==> src/shared/printer_port_defs.svh <==
// Offsets, field positions and reset values of the printer port block.
// Included by the design modules; the package does not include it.
`ifndef PRINTER_PORT_DEFS_SVH
`define PRINTER_PORT_DEFS_SVH

// ----------------------------------------
// Port addresses
// ----------------------------------------
`define OFS_SENSOR_STATUS_A   8'h50
`define OFS_SWITCH_STATUS_B   8'h51
`define OFS_FRONT_INDICATOR   8'h54
`define OFS_WHEEL_MOTOR       8'h58
`define OFS_HEAD_TRAVEL       8'h59
`define OFS_SHEET_FEED        8'h5A
`define OFS_INK_BAND          8'h5B
`define OFS_STRIKE_COIL       8'h5C
`define OFS_SERVICE_READOUT   8'h5F

// ----------------------------------------
// Decoder fields
// ----------------------------------------
`define GROUP_CODE            3'h5
`define STATUS_SUB_CODE       2'h0
`define PORT_A_SEL            2'h0
`define PORT_B_SEL            2'h1

// ----------------------------------------
// Motor and coil latch fields
// ----------------------------------------
`define MOT_PHASE_LSB         0
`define MOT_HOLD_BIT          4
`define MOT_SEQ_MODE_BIT      5
`define MOT_DIR_BIT           6
`define COIL_FIRE_BIT         0

// ----------------------------------------
// Reset values
// ----------------------------------------
`define LATCH_RESET           8'h00
`define PHASE_RESET           4'h0

`endif

==> src/shared/printer_port_pkg.sv <==
// Types shared by the printer port block and its motor channels.
package printer_port_pkg;

    // Half-step positions: even codes are wave states, odd are two-phase
    typedef enum logic [2:0] {
        HS_0 = 3'b000,
        HS_1 = 3'b001,
        HS_2 = 3'b010,
        HS_3 = 3'b011,
        HS_4 = 3'b100,
        HS_5 = 3'b101,
        HS_6 = 3'b110,
        HS_7 = 3'b111
    } half_step_t;

    typedef enum logic [1:0] {
        MOTOR_WHEEL = 2'b00,
        MOTOR_HEAD  = 2'b01,
        MOTOR_SHEET = 2'b10,
        MOTOR_BAND  = 2'b11
    } motor_sel_t;

endpackage

==> src/motor_channel.sv <==
// One stepper channel: half-step state generator, hold, and chopper drive.
// Assumes current comparators arrive synchronous to clock, one per winding.
`timescale 1ns/1ps
`default_nettype none
`include "printer_port_defs.svh"

module motor_channel
    import printer_port_pkg::*;
#(
    parameter int PHASES = 4
) (
    input  wire logic              clock,
    input  wire logic              srst,
    input  wire logic [7:0]        latch,
    input  wire logic              step_pulse,
    input  wire logic              drive_en,
    input  wire logic [PHASES-1:0] cur_at_target,
    input  wire logic [PHASES-1:0] cur_below_low,
    output logic      [PHASES-1:0] phase_q,
    output logic                   hold_q,
    output logic      [PHASES-1:0] high_sw_q,
    output logic      [PHASES-1:0] low_sw_q
);

    half_step_t        state_q;
    half_step_t        state_d;
    logic              step_prev_q;
    logic [PHASES-1:0] table_phase;
    logic [PHASES-1:0] phase_d;
    wire  logic        hold_bit = latch[`MOT_HOLD_BIT];
    wire  logic        seq_mode = latch[`MOT_SEQ_MODE_BIT];
    wire  logic        step_edge = step_pulse & ~step_prev_q;

    // ----------------------------------------
    // State generator
    // ----------------------------------------
    always_comb begin
        state_d = state_q;
        if (seq_mode && step_edge && !hold_bit) begin
            if (latch[`MOT_DIR_BIT]) begin
                state_d = half_step_t'(state_q - 3'h1);
            end else begin
                state_d = half_step_t'(state_q + 3'h1);
            end
        end
    end

    // Wave and two-phase patterns alternate, giving half steps
    always_comb begin
        case (state_q)
            HS_0:    table_phase = 4'h1;
            HS_1:    table_phase = 4'h3;
            HS_2:    table_phase = 4'h2;
            HS_3:    table_phase = 4'h6;
            HS_4:    table_phase = 4'h4;
            HS_5:    table_phase = 4'hC;
            HS_6:    table_phase = 4'h8;
            HS_7:    table_phase = 4'h9;
            default: table_phase = 4'h0;
        endcase
    end

    // Hold freezes the applied pattern whatever the latch says
    assign phase_d = hold_bit ? phase_q :
                     seq_mode ? table_phase :
                     latch[`MOT_PHASE_LSB +: PHASES];

    always_ff @(posedge clock) begin
        if (srst) begin
            state_q     <= HS_0;
            step_prev_q <= 1'b0;
            phase_q     <= `PHASE_RESET;
            hold_q      <= 1'b0;
        end else begin
            state_q     <= state_d;
            step_prev_q <= step_pulse;
            phase_q     <= phase_d;
            hold_q      <= hold_bit;
        end
    end

    // ----------------------------------------
    // Chopper, one per winding
    // ----------------------------------------
    genvar w;
    generate
        for (w = 0; w < PHASES; w++) begin : g_wind
            wire logic on = phase_q[w] & drive_en;
            always_ff @(posedge clock) begin
                if (srst) begin
                    high_sw_q[w] <= 1'b0;
                    low_sw_q[w]  <= 1'b0;
                end else if (!on) begin
                    // Both off: winding dumps back into the supply
                    high_sw_q[w] <= 1'b0;
                    low_sw_q[w]  <= 1'b0;
                end else begin
                    low_sw_q[w] <= 1'b1;
                    if (!low_sw_q[w] || cur_below_low[w]) begin
                        high_sw_q[w] <= 1'b1;
                    end else if (cur_at_target[w]) begin
                        high_sw_q[w] <= 1'b0;
                    end
                end
            end
        end
    endgenerate

endmodule // motor_channel

`default_nettype wire

==> src/printer_port_ctrl.sv <==
// Printer port block: host I/O decode, status ports, output latches,
// motor fault gating and four stepper channels.
// Assumes host I/O strobes are synchronous to clock and held for >= 1 cycle.
//
// How it works
// - Reads at 50h/51h give status A/B
// - Write-only latches at 54,58-5C,5F
// - Group selected when bits 6..4 are 101
// - Status ports need address bits 3,2 low
// - Bits 1,0 low select status A
// - Read needs rd and request low together
// - Status B carries panel switch states
// - Status B bit 7 shows motor power
// - Write to 58h latches wheel byte
// - Latch bits 0..3 drive motor phases
// - Hold bit freezes motor position
// - Bad phase code lights fault, stops drive
// - Half steps: wave and two-phase alternate
// - State generator advances per step pulse
// - Chopper regulates winding current between thresholds
// - Drive pulse end switches both off
`timescale 1ns/1ps
`default_nettype none
`include "printer_port_defs.svh"

module printer_port_ctrl
    import printer_port_pkg::*;
#(
    parameter int MOTORS = 4,
    parameter int PHASES = 4
) (
    input  wire logic                     clock,
    input  wire logic                     srst,
    // Host I/O bus
    input  wire logic [7:0]               addr,
    input  wire logic [7:0]               wdata,
    input  wire logic                     rd_n,
    input  wire logic                     wr_n,
    input  wire logic                     io_request_n,
    output logic      [7:0]               rdata,
    output logic                          rdata_oe,
    // Sensors
    input  wire logic                     right_margin,
    input  wire logic                     left_margin,
    input  wire logic                     ribbon_out,
    input  wire logic                     paper_out,
    input  wire logic                     cover_open,
    // Panel switches and motor supply status
    input  wire logic                     top_of_page_sw,
    input  wire logic                     paper_load_sw,
    input  wire logic                     line_feed_down_sw,
    input  wire logic                     line_feed_up_sw,
    input  wire logic                     roll_down_sw,
    input  wire logic                     roll_up_sw,
    input  wire logic                     select_sw,
    input  wire logic                     motor_power_ok,
    // Motor side, motor m uses bit m of step_pulse and hold_out, bits [m*PHASES +: PHASES] of the rest
    input  wire logic [MOTORS-1:0]        step_pulse,
    input  wire logic [MOTORS*PHASES-1:0] cur_at_target,
    input  wire logic [MOTORS*PHASES-1:0] cur_below_low,
    output logic      [MOTORS*PHASES-1:0] phase_out,
    output logic      [MOTORS-1:0]        hold_out,
    output logic      [MOTORS*PHASES-1:0] high_sw,
    output logic      [MOTORS*PHASES-1:0] low_sw,
    // Coil and panel
    output logic                          hammer_coil,
    output logic      [7:0]               front_indicator_latch,
    output logic      [7:0]               service_readout,
    output logic                          board_fault_led
);

    // ----------------------------------------
    // Address decode
    // ----------------------------------------
    wire logic addr_bit0 = addr[0];
    wire logic addr_bit1 = addr[1];
    wire logic addr_bit2 = addr[2];
    wire logic addr_bit3 = addr[3];
    wire logic addr_bit4 = addr[4];
    wire logic addr_bit5 = addr[5];
    wire logic addr_bit6 = addr[6];

    // Only bits 6..0 are decoded, so the map repeats above 80h
    wire logic group_sel =
        ({addr_bit6, addr_bit5, addr_bit4} == `GROUP_CODE);
    wire logic status_sel = group_sel &&
        ({addr_bit3, addr_bit2} == `STATUS_SUB_CODE);
    wire logic port_a_sel = status_sel &&
        ({addr_bit1, addr_bit0} == `PORT_A_SEL);
    wire logic port_b_sel = status_sel &&
        ({addr_bit1, addr_bit0} == `PORT_B_SEL);

    wire logic io_read  = !io_request_n && !rd_n;
    wire logic io_write = !io_request_n && !wr_n;

    wire logic [6:0] low_addr = addr[6:0];
    // Offsets are full bytes; bit 7 is dropped on purpose to match the decoder
    wire logic wr_front   = io_write && (low_addr == 7'(`OFS_FRONT_INDICATOR));
    wire logic wr_wheel   = io_write && (low_addr == 7'(`OFS_WHEEL_MOTOR));
    wire logic wr_head    = io_write && (low_addr == 7'(`OFS_HEAD_TRAVEL));
    wire logic wr_sheet   = io_write && (low_addr == 7'(`OFS_SHEET_FEED));
    wire logic wr_band    = io_write && (low_addr == 7'(`OFS_INK_BAND));
    wire logic wr_strike  = io_write && (low_addr == 7'(`OFS_STRIKE_COIL));
    wire logic wr_service = io_write && (low_addr == 7'(`OFS_SERVICE_READOUT));

    // ----------------------------------------
    // Status ports
    // ----------------------------------------
    wire logic [7:0] status_a = {3'h0, cover_open, paper_out,
                                 ribbon_out, left_margin, right_margin};
    wire logic [7:0] status_b = {motor_power_ok,
                                 select_sw, roll_up_sw, roll_down_sw,
                                 line_feed_up_sw, line_feed_down_sw,
                                 paper_load_sw, top_of_page_sw};

    // Bus is released for any address other than the two status ports
    wire logic       read_hit = io_read && (port_a_sel || port_b_sel);
    wire logic [7:0] read_mux = port_a_sel ? status_a : status_b;

    always_ff @(posedge clock) begin
        if (srst) begin
            rdata    <= 8'h00;
            rdata_oe <= 1'b0;
        end else begin
            rdata    <= read_hit ? read_mux : 8'h00;
            rdata_oe <= read_hit;
        end
    end

    // ----------------------------------------
    // Output latches
    // ----------------------------------------
    logic [7:0] front_indicator_latch_q;
    logic [7:0] wheel_motor_latch_q;
    logic [7:0] head_travel_latch_q;
    logic [7:0] sheet_feed_latch_q;
    logic [7:0] ink_band_latch_q;
    logic [7:0] strike_coil_latch_q;
    logic [7:0] service_readout_latch_q;

    always_ff @(posedge clock) begin
        if (srst) begin
            front_indicator_latch_q <= `LATCH_RESET;
            wheel_motor_latch_q     <= `LATCH_RESET;
            head_travel_latch_q     <= `LATCH_RESET;
            sheet_feed_latch_q      <= `LATCH_RESET;
            ink_band_latch_q        <= `LATCH_RESET;
            strike_coil_latch_q     <= `LATCH_RESET;
            service_readout_latch_q <= `LATCH_RESET;
        end else begin
            if (wr_front) begin
                front_indicator_latch_q <= wdata;
            end
            if (wr_wheel) begin
                wheel_motor_latch_q <= wdata;
            end
            if (wr_head) begin
                head_travel_latch_q <= wdata;
            end
            if (wr_sheet) begin
                sheet_feed_latch_q <= wdata;
            end
            if (wr_band) begin
                ink_band_latch_q <= wdata;
            end
            if (wr_strike) begin
                strike_coil_latch_q <= wdata;
            end
            if (wr_service) begin
                service_readout_latch_q <= wdata;
            end
        end
    end

    // Indexed view of the motor latches, ordered as motor_sel_t
    logic [7:0] motor_latch [MOTORS];
    assign motor_latch[MOTOR_WHEEL] = wheel_motor_latch_q;
    assign motor_latch[MOTOR_HEAD]  = head_travel_latch_q;
    assign motor_latch[MOTOR_SHEET] = sheet_feed_latch_q;
    assign motor_latch[MOTOR_BAND]  = ink_band_latch_q;

    // ----------------------------------------
    // Fault decode
    // ----------------------------------------
    // Opposite poles of one winding energised together is a short
    // through the bridge, so such a code is treated as a fault.
    logic [MOTORS-1:0] code_fault;

    genvar m;
    generate
        for (m = 0; m < MOTORS; m++) begin : g_fault
            wire logic [3:0] ph = motor_latch[m][`MOT_PHASE_LSB +: 4];
            assign code_fault[m] = (ph[0] & ph[2]) | (ph[1] & ph[3]);
        end
    endgenerate

    wire logic any_fault = |code_fault;
    // Drive is also held off while the motor supply is absent
    wire logic drive_en  = !any_fault && motor_power_ok;

    logic drive_en_q;

    always_ff @(posedge clock) begin
        if (srst) begin
            board_fault_led <= 1'b0;
            drive_en_q      <= 1'b0;
        end else begin
            board_fault_led <= any_fault;
            drive_en_q      <= drive_en;
        end
    end

    // ----------------------------------------
    // Coil and panel outputs
    // ----------------------------------------
    // Coil timing is software's job; it is only blocked during a fault
    wire logic coil_d = strike_coil_latch_q[`COIL_FIRE_BIT] && !any_fault;

    always_ff @(posedge clock) begin
        if (srst) begin
            hammer_coil     <= 1'b0;
            front_indicator_latch      <= `LATCH_RESET;
            service_readout <= `LATCH_RESET;
        end else begin
            hammer_coil     <= coil_d;
            front_indicator_latch      <= front_indicator_latch_q;
            service_readout <= service_readout_latch_q;
        end
    end

    // ----------------------------------------
    // Stepper channels
    // ----------------------------------------
    // Step pulses come from the host timer channels
    generate
        for (m = 0; m < MOTORS; m++) begin : g_motor
            motor_channel #(
                .PHASES (PHASES)
            ) u_channel (
                .clock         (clock),
                .srst          (srst),
                .latch         (motor_latch[m]),
                .step_pulse    (step_pulse[m]),
                .drive_en      (drive_en_q),
                .cur_at_target (cur_at_target[m*PHASES +: PHASES]),
                .cur_below_low (cur_below_low[m*PHASES +: PHASES]),
                .phase_q       (phase_out[m*PHASES +: PHASES]),
                .hold_q        (hold_out[m]),
                .high_sw_q     (high_sw[m*PHASES +: PHASES]),
                .low_sw_q      (low_sw[m*PHASES +: PHASES])
            );
        end
    endgenerate

endmodule // printer_port_ctrl

`default_nettype wire

==> config.mk <==
export PLATFORM = sky130hd
export DESIGN_NAME = printer_port_ctrl
export DESIGN_NICKNAME = d
export VERILOG_FILES = /design/src/shared/printer_port_pkg.sv /design/src/motor_channel.sv /design/src/printer_port_ctrl.sv
export VERILOG_INCLUDE_DIRS = /design/src /design/src/shared
export SDC_FILE = /design/constraint.sdc
export NUM_CORES = 1
export LEC_CHECK = 0
export BUFFER_PORTS_ARGS = -buffer_cell sky130_fd_sc_hd__clkbuf_2
export CORE_ASPECT_RATIO = 1.4
export CORE_MARGIN = 10
export CORE_UTILIZATION = 52
export DETAILED_ROUTE_END_ITERATION = 8
export PLACE_DENSITY_LB_ADDON = 0.1
export SKIP_CTS_REPAIR_TIMING = 1
export SYNTH_ARGS = -nofsm -noshare
export SYNTH_HDL_FRONTEND = slang
export SYNTH_SLANG_ARGS = --single-unit
==> constraint.sdc <==
create_clock -name clock -period 2.3 [get_ports clock]
set_input_delay 0.23 -clock clock [delete_from_list [all_inputs] [get_ports clock]]
set_output_delay 0.23 -clock clock [all_outputs]
set_load 0.1 [all_outputs]
# Yosys cells after proc, flatten, opt, wreduce, memory -nomap -nowiden
# Memories as Yosys holds them, arrays and structs flattened. A register that Yosys moved wholly into a read port is not among the register bits.
# Index checks and enable logic that the tools add are counted.
# W data, S select, Z words.
[word_totals] elab_cells=303 out_inout_bits=79 mem_count=4 in_bits=70 rom_bits=128 reg_bits=141
[memory_table] memory="(name not given)" words=8 width=4 read_ports=1 rd_clocked_by_memory_dff=1 write_ports=0 line_no="motor_channel.sv:50" text="case (state_q)"
[memory_table] memory="(name not given)" words=8 width=4 read_ports=1 rd_clocked_by_memory_dff=1 write_ports=0 line_no="motor_channel.sv:50"
[memory_table] memory="(name not given)" words=8 width=4 read_ports=1 rd_clocked_by_memory_dff=1 write_ports=0 line_no="motor_channel.sv:50"
[memory_table] memory="(name not given)" words=8 width=4 read_ports=1 rd_clocked_by_memory_dff=1 write_ports=0 line_no="motor_channel.sv:50"
[classes] n_mux=65 n_addsub=8 n_eq_ne=9 n_bitwise=53 n_reduce_logical=101
[ops] cell="$eq A7 B7 Y1 const B" n=7
[ops] cell="$mux W1" n=48
[ops] cell="$mux W3" n=12
[ops] cell="$reduce_or A2 Y1" n=17
[ops] cell="$reduce_bool A2 Y1" n=16
[ops] cell="$and A1 B1 Y1" n=28
[ops] cell="$logic_not A1 Y1" n=24
[ops] cell="$logic_and A1 B1 Y1" n=23
[ops] cell="$not A1 Y1" n=21
[ops] cell="$logic_or A1 B1 Y1" n=17
[ops] cell="$mux W4" n=4
[ops] cell="$add A3 B1 Y3 const B" n=4
[ops] cell="$sub A3 B1 Y3 const B" n=4
[ops] cell="$mux W5" n=1
[ops] cell="$logic_not A2 Y1" n=2
[ops] cell="$or A1 B1 Y1" n=4
[ops] cell="$reduce_or A4 Y1" n=1
[ops] cell="$eq A3 B3 Y1 const B" n=1
[ops] cell="$reduce_or A3 Y1" n=1
[ops] cell="$eq A2 B1 Y1 const B" n=1

# Logic depth before layout (Yosys ltp)
# Gate-level depths: netlist (run 1).
[depth] word_depth=7 mapped_depth=6 ltp_nobuf=5

# Modules after synthesis
# From an unflattened synthesis (run 1), not the netlist that was laid out.
[hier_totals] cells_unflattened=588 hier_area_um2=6392.4
[by_module_without_submodules] module="printer_port_ctrl" seq_area_each_um2=1541.5 cells_per_inst=256 area_per_inst_um2=2824.0 instances=1
[by_module_without_submodules] module="motor_channel (g_motor[2].u_channel ...)" seq_area_each_um2=420.4 cells_per_inst=84 area_per_inst_um2=898.4 instances=2
[by_module_without_submodules] module="motor_channel (g_motor[0].u_channel ...)" seq_area_each_um2=420.4 cells_per_inst=82 area_per_inst_um2=885.8 instances=2

# Worst setup path before layout (run 1)
# No wires, ideal clock.
[synth_path] path_kind="register -> register" start="register g_motor[0].u_channel.state_q[0]" end="register, netlist name g_motor[0].u_channel.table_phase[0]" path_slack_ns=0.711 setup_time_ns=0.072 path_buffers=0 stages_incl_launch_ff=6 t_arrival_ns=1.518 required_ns=2.228 synth_period_minus_slack_ns=1.589 path_cell_list="dfxtp_1 fa_1 xnor2_1 o21a_1 nor2_1 mux2i_1"
[synth_between] elab_chain_len=4 elab_cells_between_ends=5 classes_between="add/sub: 2; mux: 3"
[synth_rtl] item="start: declaration" line_no="motor_channel.sv:25" text="half_step_t state_q;"
[synth_rtl] item="start signal: assignment" line_no="motor_channel.sv:75" text="state_q <= state_d;"
[synth_rtl] item="$add A3 B1 Y3 or $sub A3 B1 Y3 (tied branches)" line_no="motor_channel.sv:43, motor_channel.sv:41"
[synth_rtl] item="$mux W3" line_no="motor_channel.sv:40" text="if (latch[`MOT_DIR_BIT]) begin"
[synth_rtl] item="$mux W3 (no source line) (*) (2 in series)"
# Mark *: on every way between the ends. The rest lies on a longest branch, timed or not.
# A chain may end at the register's enable or synchronous reset.

# Worst setup path in the final report (run 1)
[layout_path] start="register g_motor[3].u_channel.state_q[0]" end="register, netlist name g_motor[3].u_channel.table_phase[3]"
[layout_between] elab_chain_len=4 elab_cells_between_ends=5 classes_between="add/sub: 2; mux: 3"
[layout_rtl] item="start: declaration" line_no="motor_channel.sv:25"
[layout_rtl] item="start signal: assignment" line_no="motor_channel.sv:75"
[layout_rtl] item="$add A3 B1 Y3 or $sub A3 B1 Y3 (tied branches)" line_no="motor_channel.sv:43, motor_channel.sv:41"
[layout_rtl] item="$mux W3" line_no="motor_channel.sv:40"
[layout_rtl] item="$mux W3 (no source line) (*) (2 in series)"
# Marks and branches as above.

==> impl_metrics.yaml, run 1 <==
final_layout:
  final_layout_size_suffix_gt1_frac: 0.284
  synthToLayoutAreaGrowth_pct: 25.8
  finish.net_count: 773
  layout_common_cells: "157 x dfxtp_1, 146 x clkbuf_2, 98 x nor2_1"
  antenna_cells: 0
  final_util: 0.671
  num-fill-cells: 879
  final_common_cell: "dfxtp_1"
grt:
  grt_start_max_net_pins: 74
  antenna_found_initial: 0
  grt_pass1_wl_um: 21900
  grt_usage: 0.171
  grt-ovfl-total: 0
  grt_pass1_vias: 4421
timing:
  period_needed_ns: 1.88
  fin_crit_sh: 0.819
  worstMarginPinSlew_ns: 0.810
  max_slew_margin: 0.459
  fmax_mhz: 531
  fin_skew_ns: 0.00641
  finalMaxSlewViolations: 0
  finalSetupViolations: 0
  hold_violations: 0
  tns_ns: 0
  rsz0062_at_grt: "no"
detailed_routing:
  drc: 0
  first_pass_iters: 4
  detail_route.wl_per_cell_um: 15.6
  vias_per_cell: 5.04
  ant_nets: 0
  vias: 4300
  dr.first_iter.drc_count: 172
  wl_um: 13300
synthesis:
  async_flop_share: 0
  synth_top_cell_by_area: "dfxtp_1"
  syn_area_per_cell_um2: 10.4
  yosys-top-cells-area: "dfxtp_1 54%, mux2i_1 13%, nor2_1 6.3%"
  synth_cells: 560
  yosysSeqAreaShare: 0.539
  synth_nets: 634
  yosys_warnings: 0
  syn_area_um2: 5830
  synth_top_cell_area_share: 0.539
  synth_edf_count: 0
  ys_types: 42
  ys_seq_elements: 157
  synth_flop_cell: "dfxtp_1"
worst_setup_path:
  r2r_slack_ns: 0.42
  r2r_start: "g_motor[3].u_channel.state_q[0]"
  cp_data_required_time_ns: 2.55
  slowest_stage: "a2111oi_0"
  crit_fanout: 6
  end_kind: "register"
  startpoint_type: "register"
  timing.critical_path.mode_cell: "xnor2_1"
  path_class: "reg -> reg"
  ff2ff_path_depth: 5
  cp.arrival_ns: 2.14
  path_cells: "fa_1 > xnor2_1 > nor2_1 > xnor2_1 > a2111oi_0"
  r2r-end: "g_motor[3].u_channel.table_phase[3]"
  max_stage_delay_ns: 0.47
  critPathCapture: "g_motor[3].u_channel.table_phase[3]"
  cp-startpoint: "g_motor[3].u_channel.state_q[0]"
die:
  rows: 45
  die_w_um: 109
  io_pins: 149
  coreArea_um2: 10900
  fp.dieH_um: 145
  initial_core_util: 0.534
  die_area_um2: 15900
cts:
  root_buffer: "clkbuf_16"
  cts-htree-levels: 4
  cts.clk_slew.worst_paths_ns: 0.06
  cts_tree: "built"
  clock_latency_ns: 0.42
  clock_path_buffers: 2
  cts_buffers: 17
  cts.sinks: 157
run:
  maxCapViolations: 0
placed_design:
  gp_congestion: 0.842
  dpl.hpwl_um: 10000
  port-buffer-count: 147
power:
  peakVddDrop_mv: 0.643
  leakage_nw: 3.42
  power-per-cell-area_nw_per_um2: 851
status:
  outcome: "finished clean"
worst_hold_path:
  hold_class: "in -> reg"
-- layer usage --
metal	track usage	vias up	part of all wire
met5	0	-	0
met4	0.0718	0	0.020
met3	0.0575	25	0.093
met2	0.290	139	0.49
met1	0.188	1987	0.40
li1	-	2149	-
-- where the power goes --
group / leakage (nW) / internal (W) / switching, W / total, W
clock: 0.347 / 0.00226 / 0.00110 / 0.00335
combinational: 1.81 / 0.0000646 / 0.0000962 / 0.000161
sequential: 1.27 / 0.00273 / 0.00000207 / 0.00273
total: 3.42 / 0.00505 / 0.00120 / 0.00624
-- per-stage QoR --
step	area [µm²]	cells	hold WS, ns	setup WS, ns	total power, W
2_1_floorplan	5830	560	0.352	0.711	0.00286
6_report	7330	853	0.0275	0.417	0.00624
3_5_place_dp	6610	821	0.434	0.404	0.00295
4_1_cts	7330	853	0.0173	0.392	0.00629
5_1_grt	7330	853	0.0222	0.256	0.00642
3_3_place_gp	6610	821	0.414	0.532	0.00295
-- worst min-delay path by stage --
| stage | slack (ns) | cells past startpoint | endpoint | start |
|---|---|---|---|---|
| floorplan | 0.35 | 1 | drive_en_q | motor_power_ok |
| global placement | 0.41 | 2 | service_readout[4] | service_readout_latch_q[4] |
| detailed placement | 0.43 | 2 | front_indicator_latch[4] | front_indicator_latch_q[4] |
| CTS | 0.02 | 2 | drive_en_q | motor_power_ok |
| global route | 0.02 | 2 | g_motor[2].u_channel.high_sw_q[0] | cur_below_low[8] |
| finish | 0.03 | 2 | drive_en_q | motor_power_ok |
-- cell usage after synthesis (all sizes together) (2+ instances only) --
master	count
nor3	3
nor3b	5
nor4	2
a22oi	4
nand3	2
o22a	3
mux2i	73
nand4b	2
xor2	4
and3	4
buf	21
a21oi	16
fa	4
and2	19
dfxtp	157
nor2	98
inv	20
nand4bb	5
nand4	2
nand2b	5
clkbuf	12
a2111oi	5
o221a	5
nand2	20
xnor2	7
nor2b	39
o21ai	4
o31a	16
-- cell type report --
| type | count | area (µm²) | area share |
|---|---|---|---|
| flip-flops and latches | 157 | 3140 | 0.429 |
| multi-input cells | 350 | 2430 | 0.331 |
| repair buffers | 153 | 793 | 0.108 |
| clock buffers | 17 | 425 | 0.0580 |
| clock inverters | 15 | 293 | 0.0399 |
| well taps | 141 | 176 | 0.0241 |
| inverters | 20 | 75.1 | 0.0102 |
-- cells by family (layout without fill, tap and decap cells) --
family / after synthesis / in the layout / share of synthesized area
AOI/OAI and AO/OA: 54 / 54 / 0.0693
and+or+nand+nor: 208 / 208 / 0.191
xor gates and xnor gates: 11 / 11 / 0.0165
adders and majority gates: 4 / 4 / 0.0137
DFF: 157 / 157 / 0.539
buffers and inverters: 53 / 205 / 0.0444
muxes: 73 / 73 / 0.125
-- flip-flops by register name, indices dropped and copies added, names as in the netlist, 4 cells and up --
signal	count
front_indicator_latch_q	8
head_travel_latch_q	7
rdata	8
wheel_motor_latch_q	7
g_motor.u_channel.low_sw_q	16
front_indicator_latch	8
service_readout_latch_q	8
ink_band_latch_q	7
g_motor.u_channel.table_phase	16
service_readout	8
g_motor.u_channel.phase_q	16
g_motor.u_channel.high_sw_q	16
sheet_feed_latch_q	7
g_motor.u_channel.hold_q	4
g_motor.u_channel.state_q	12
g_motor.u_channel.step_prev_q	4
-- critical path, delay by kind of cell (launching register included) --
kind / cells / cell delay [ns]
xor gates and xnor gates: 2 / 0.38
and+or+nand+nor: 1 / 0.06
DFF: 1 / 0.37
AOI/OAI and AO/OA: 1 / 0.47
adders and majority gates: 1 / 0.45
Note: power is estimated with default switching activity, not from simulation.
==> inputs of run 2 (changes only) <==
clock period = 1.8 ns   (was 2.3 ns; I/O delays follow)
==> impl_metrics.yaml, run 2 (synthesis results as in run 1) <==
timing:
  period_needed_ns: 1.73
  whs_ns: -0.00744
  finalMaxSlewViolations: 0
  hold_violations: 5
  fin_skew_ns: 0.00912
  layout_setup_ws_ns: 0.0674
  worstMarginPinSlew_ns: 0.800
  finalSetupViolations: 0
  fin_crit_sh: 0.963
  fmax_mhz: 577
  rsz0062_at_grt: "yes"
  max_slew_margin: 0.466
grt:
  grt_usage: 0.169
  grt_pass1_vias: 4365
  antenna_found_initial: 0
  grt_pass1_wl_um: 21600
  grt_start_max_net_pins: 46
  grt-ovfl-total: 0
final_layout:
  num-fill-cells: 849
  finish.net_count: 794
  final_common_cell: "dfxtp_1"
  synthToLayoutAreaGrowth_pct: 28.8
  final_layout_size_suffix_gt1_frac: 0.297
  layout_common_cells: "157 x dfxtp_1, 146 x clkbuf_2, 97 x nor2_1"
  antenna_cells: 0
  final_cells: 874
worst_hold_path:
  hold_class: "in -> reg"
  holdPathStages: 2
placed_design:
  port-buffer-count: 147
  gp_congestion: 0.848
  dpl_worst_slack_ns: 0.0105
  dpl.hpwl_um: 10200
  dp_cells: 832
worst_setup_path:
  r2r_slack_ns: 0.07
  ff2ff_path_depth: 5
  cp_data_required_time_ns: 2.08
  path_class: "reg -> reg"
  end_kind: "register"
  r2r_start: "g_motor[0].u_channel.state_q[0]"
  critPathCapture: "g_motor[0].u_channel.table_phase[3]"
  cp-startpoint: "g_motor[0].u_channel.state_q[0]"
  cp.arrival_ns: 2.02
  startpoint_type: "register"
  crit_fanout: 6
  r2r-end: "g_motor[0].u_channel.table_phase[3]"
status:
  violations: "negative hold slack"
  outcome: "complete, but fails checks"
run:
  maxCapViolations: 0
detailed_routing:
  drc: 0
  ant_nets: 0
  dr.first_iter.drc_count: 181
  detail_route.wl_per_cell_um: 15.5
  wl_um: 13500
  first_pass_iters: 4
  vias_per_cell: 4.94
  vias: 4314
cts:
  cts.clk_slew.worst_paths_ns: 0.06
  cts_tree: "built"
  root_buffer: "clkbuf_16"
  cts.sinks: 157
  clock_path_buffers: 2
  cts_buffers: 17
  cts-htree-levels: 4
  clock_latency_ns: 0.42
power:
  leakage_nw: 3.50
  power-per-cell-area_nw_per_um2: 1020
  peakVddDrop_mv: 0.676
die:
  die_w_um: 109
  coreArea_um2: 10900
  initial_core_util: 0.534
  fp.dieH_um: 145
  rows: 45
  io_pins: 149
  die_area_um2: 15900
run 2: cell types whose count changed in the layout (fill, tap and decap cells not counted), sizes merged:
cell,before,now
buf,7,18
dlygate4sd3,0,10
clkbuf,163,168
bufinv,8,5
clkinv,6,4
run 2: cell type report:
cell class | instances | area (µm²) | area share
clock buffer | 22 | 474 | 0.0632
clock inverter | 10 | 185 | 0.0247
inverter | 20 | 75.1 | 0.0100
multi-input combinational | 350 | 2470 | 0.330
sequential | 157 | 3140 | 0.419
tap | 141 | 176 | 0.0235
timing repair buffer | 174 | 976 | 0.130
run 2: metal layers:
layer  vias to the layer above  part of all wire  global-route usage
li1                       2194                 -                   -
met2                       125              0.50               0.282
met5                         -                 0                   0
met1                      1973              0.40               0.190
met3                        22             0.085              0.0606
met4                         0             0.020              0.0666
run 2: worst min-delay path by stage:
stage / from / endpoint / slack [ns]
2_1_floorplan: motor_power_ok / drive_en_q / 0.30
3_3_place_gp: motor_power_ok / drive_en_q / 0.40
3_5_place_dp: motor_power_ok / drive_en_q / 0.40
4_1_cts: motor_power_ok / drive_en_q / -0.03
5_1_grt: cur_below_low[10] / g_motor[2].u_channel.high_sw_q[2] / 0.003
6_report: cur_below_low[10] / g_motor[2].u_channel.high_sw_q[2] / -0.007
run 2: stage by stage:
step	total power [W]	TNS, ns	util	hold WS, ns	instance area, µm²
floorplan	0.00365	0	-	0.302	5830
detailed placement	0.00378	0	0.613	0.403	6700
CTS	0.00766	-0.0390	0.673	-0.0282	7360
global route	0.00787	-0.0370	0.687	0.00343	7500
finish	0.00762	0	0.687	-0.00744	7500
global placement	0.00377	0	0.613	0.400	6700
run 2: worst max-delay path, stage by stage (launching register included):
cell	delay, ns
dfxtp_1	0.37
fa_1	0.48
xnor2_2	0.18
o21a_1	0.20
nor2_4	0.07
a2111oi_1	0.29
run 2: power breakdown:
part           switching [W]  internal [W]
sequential        0.00000292       0.00348
clock                0.00134       0.00257
combinational       0.000129      0.000101
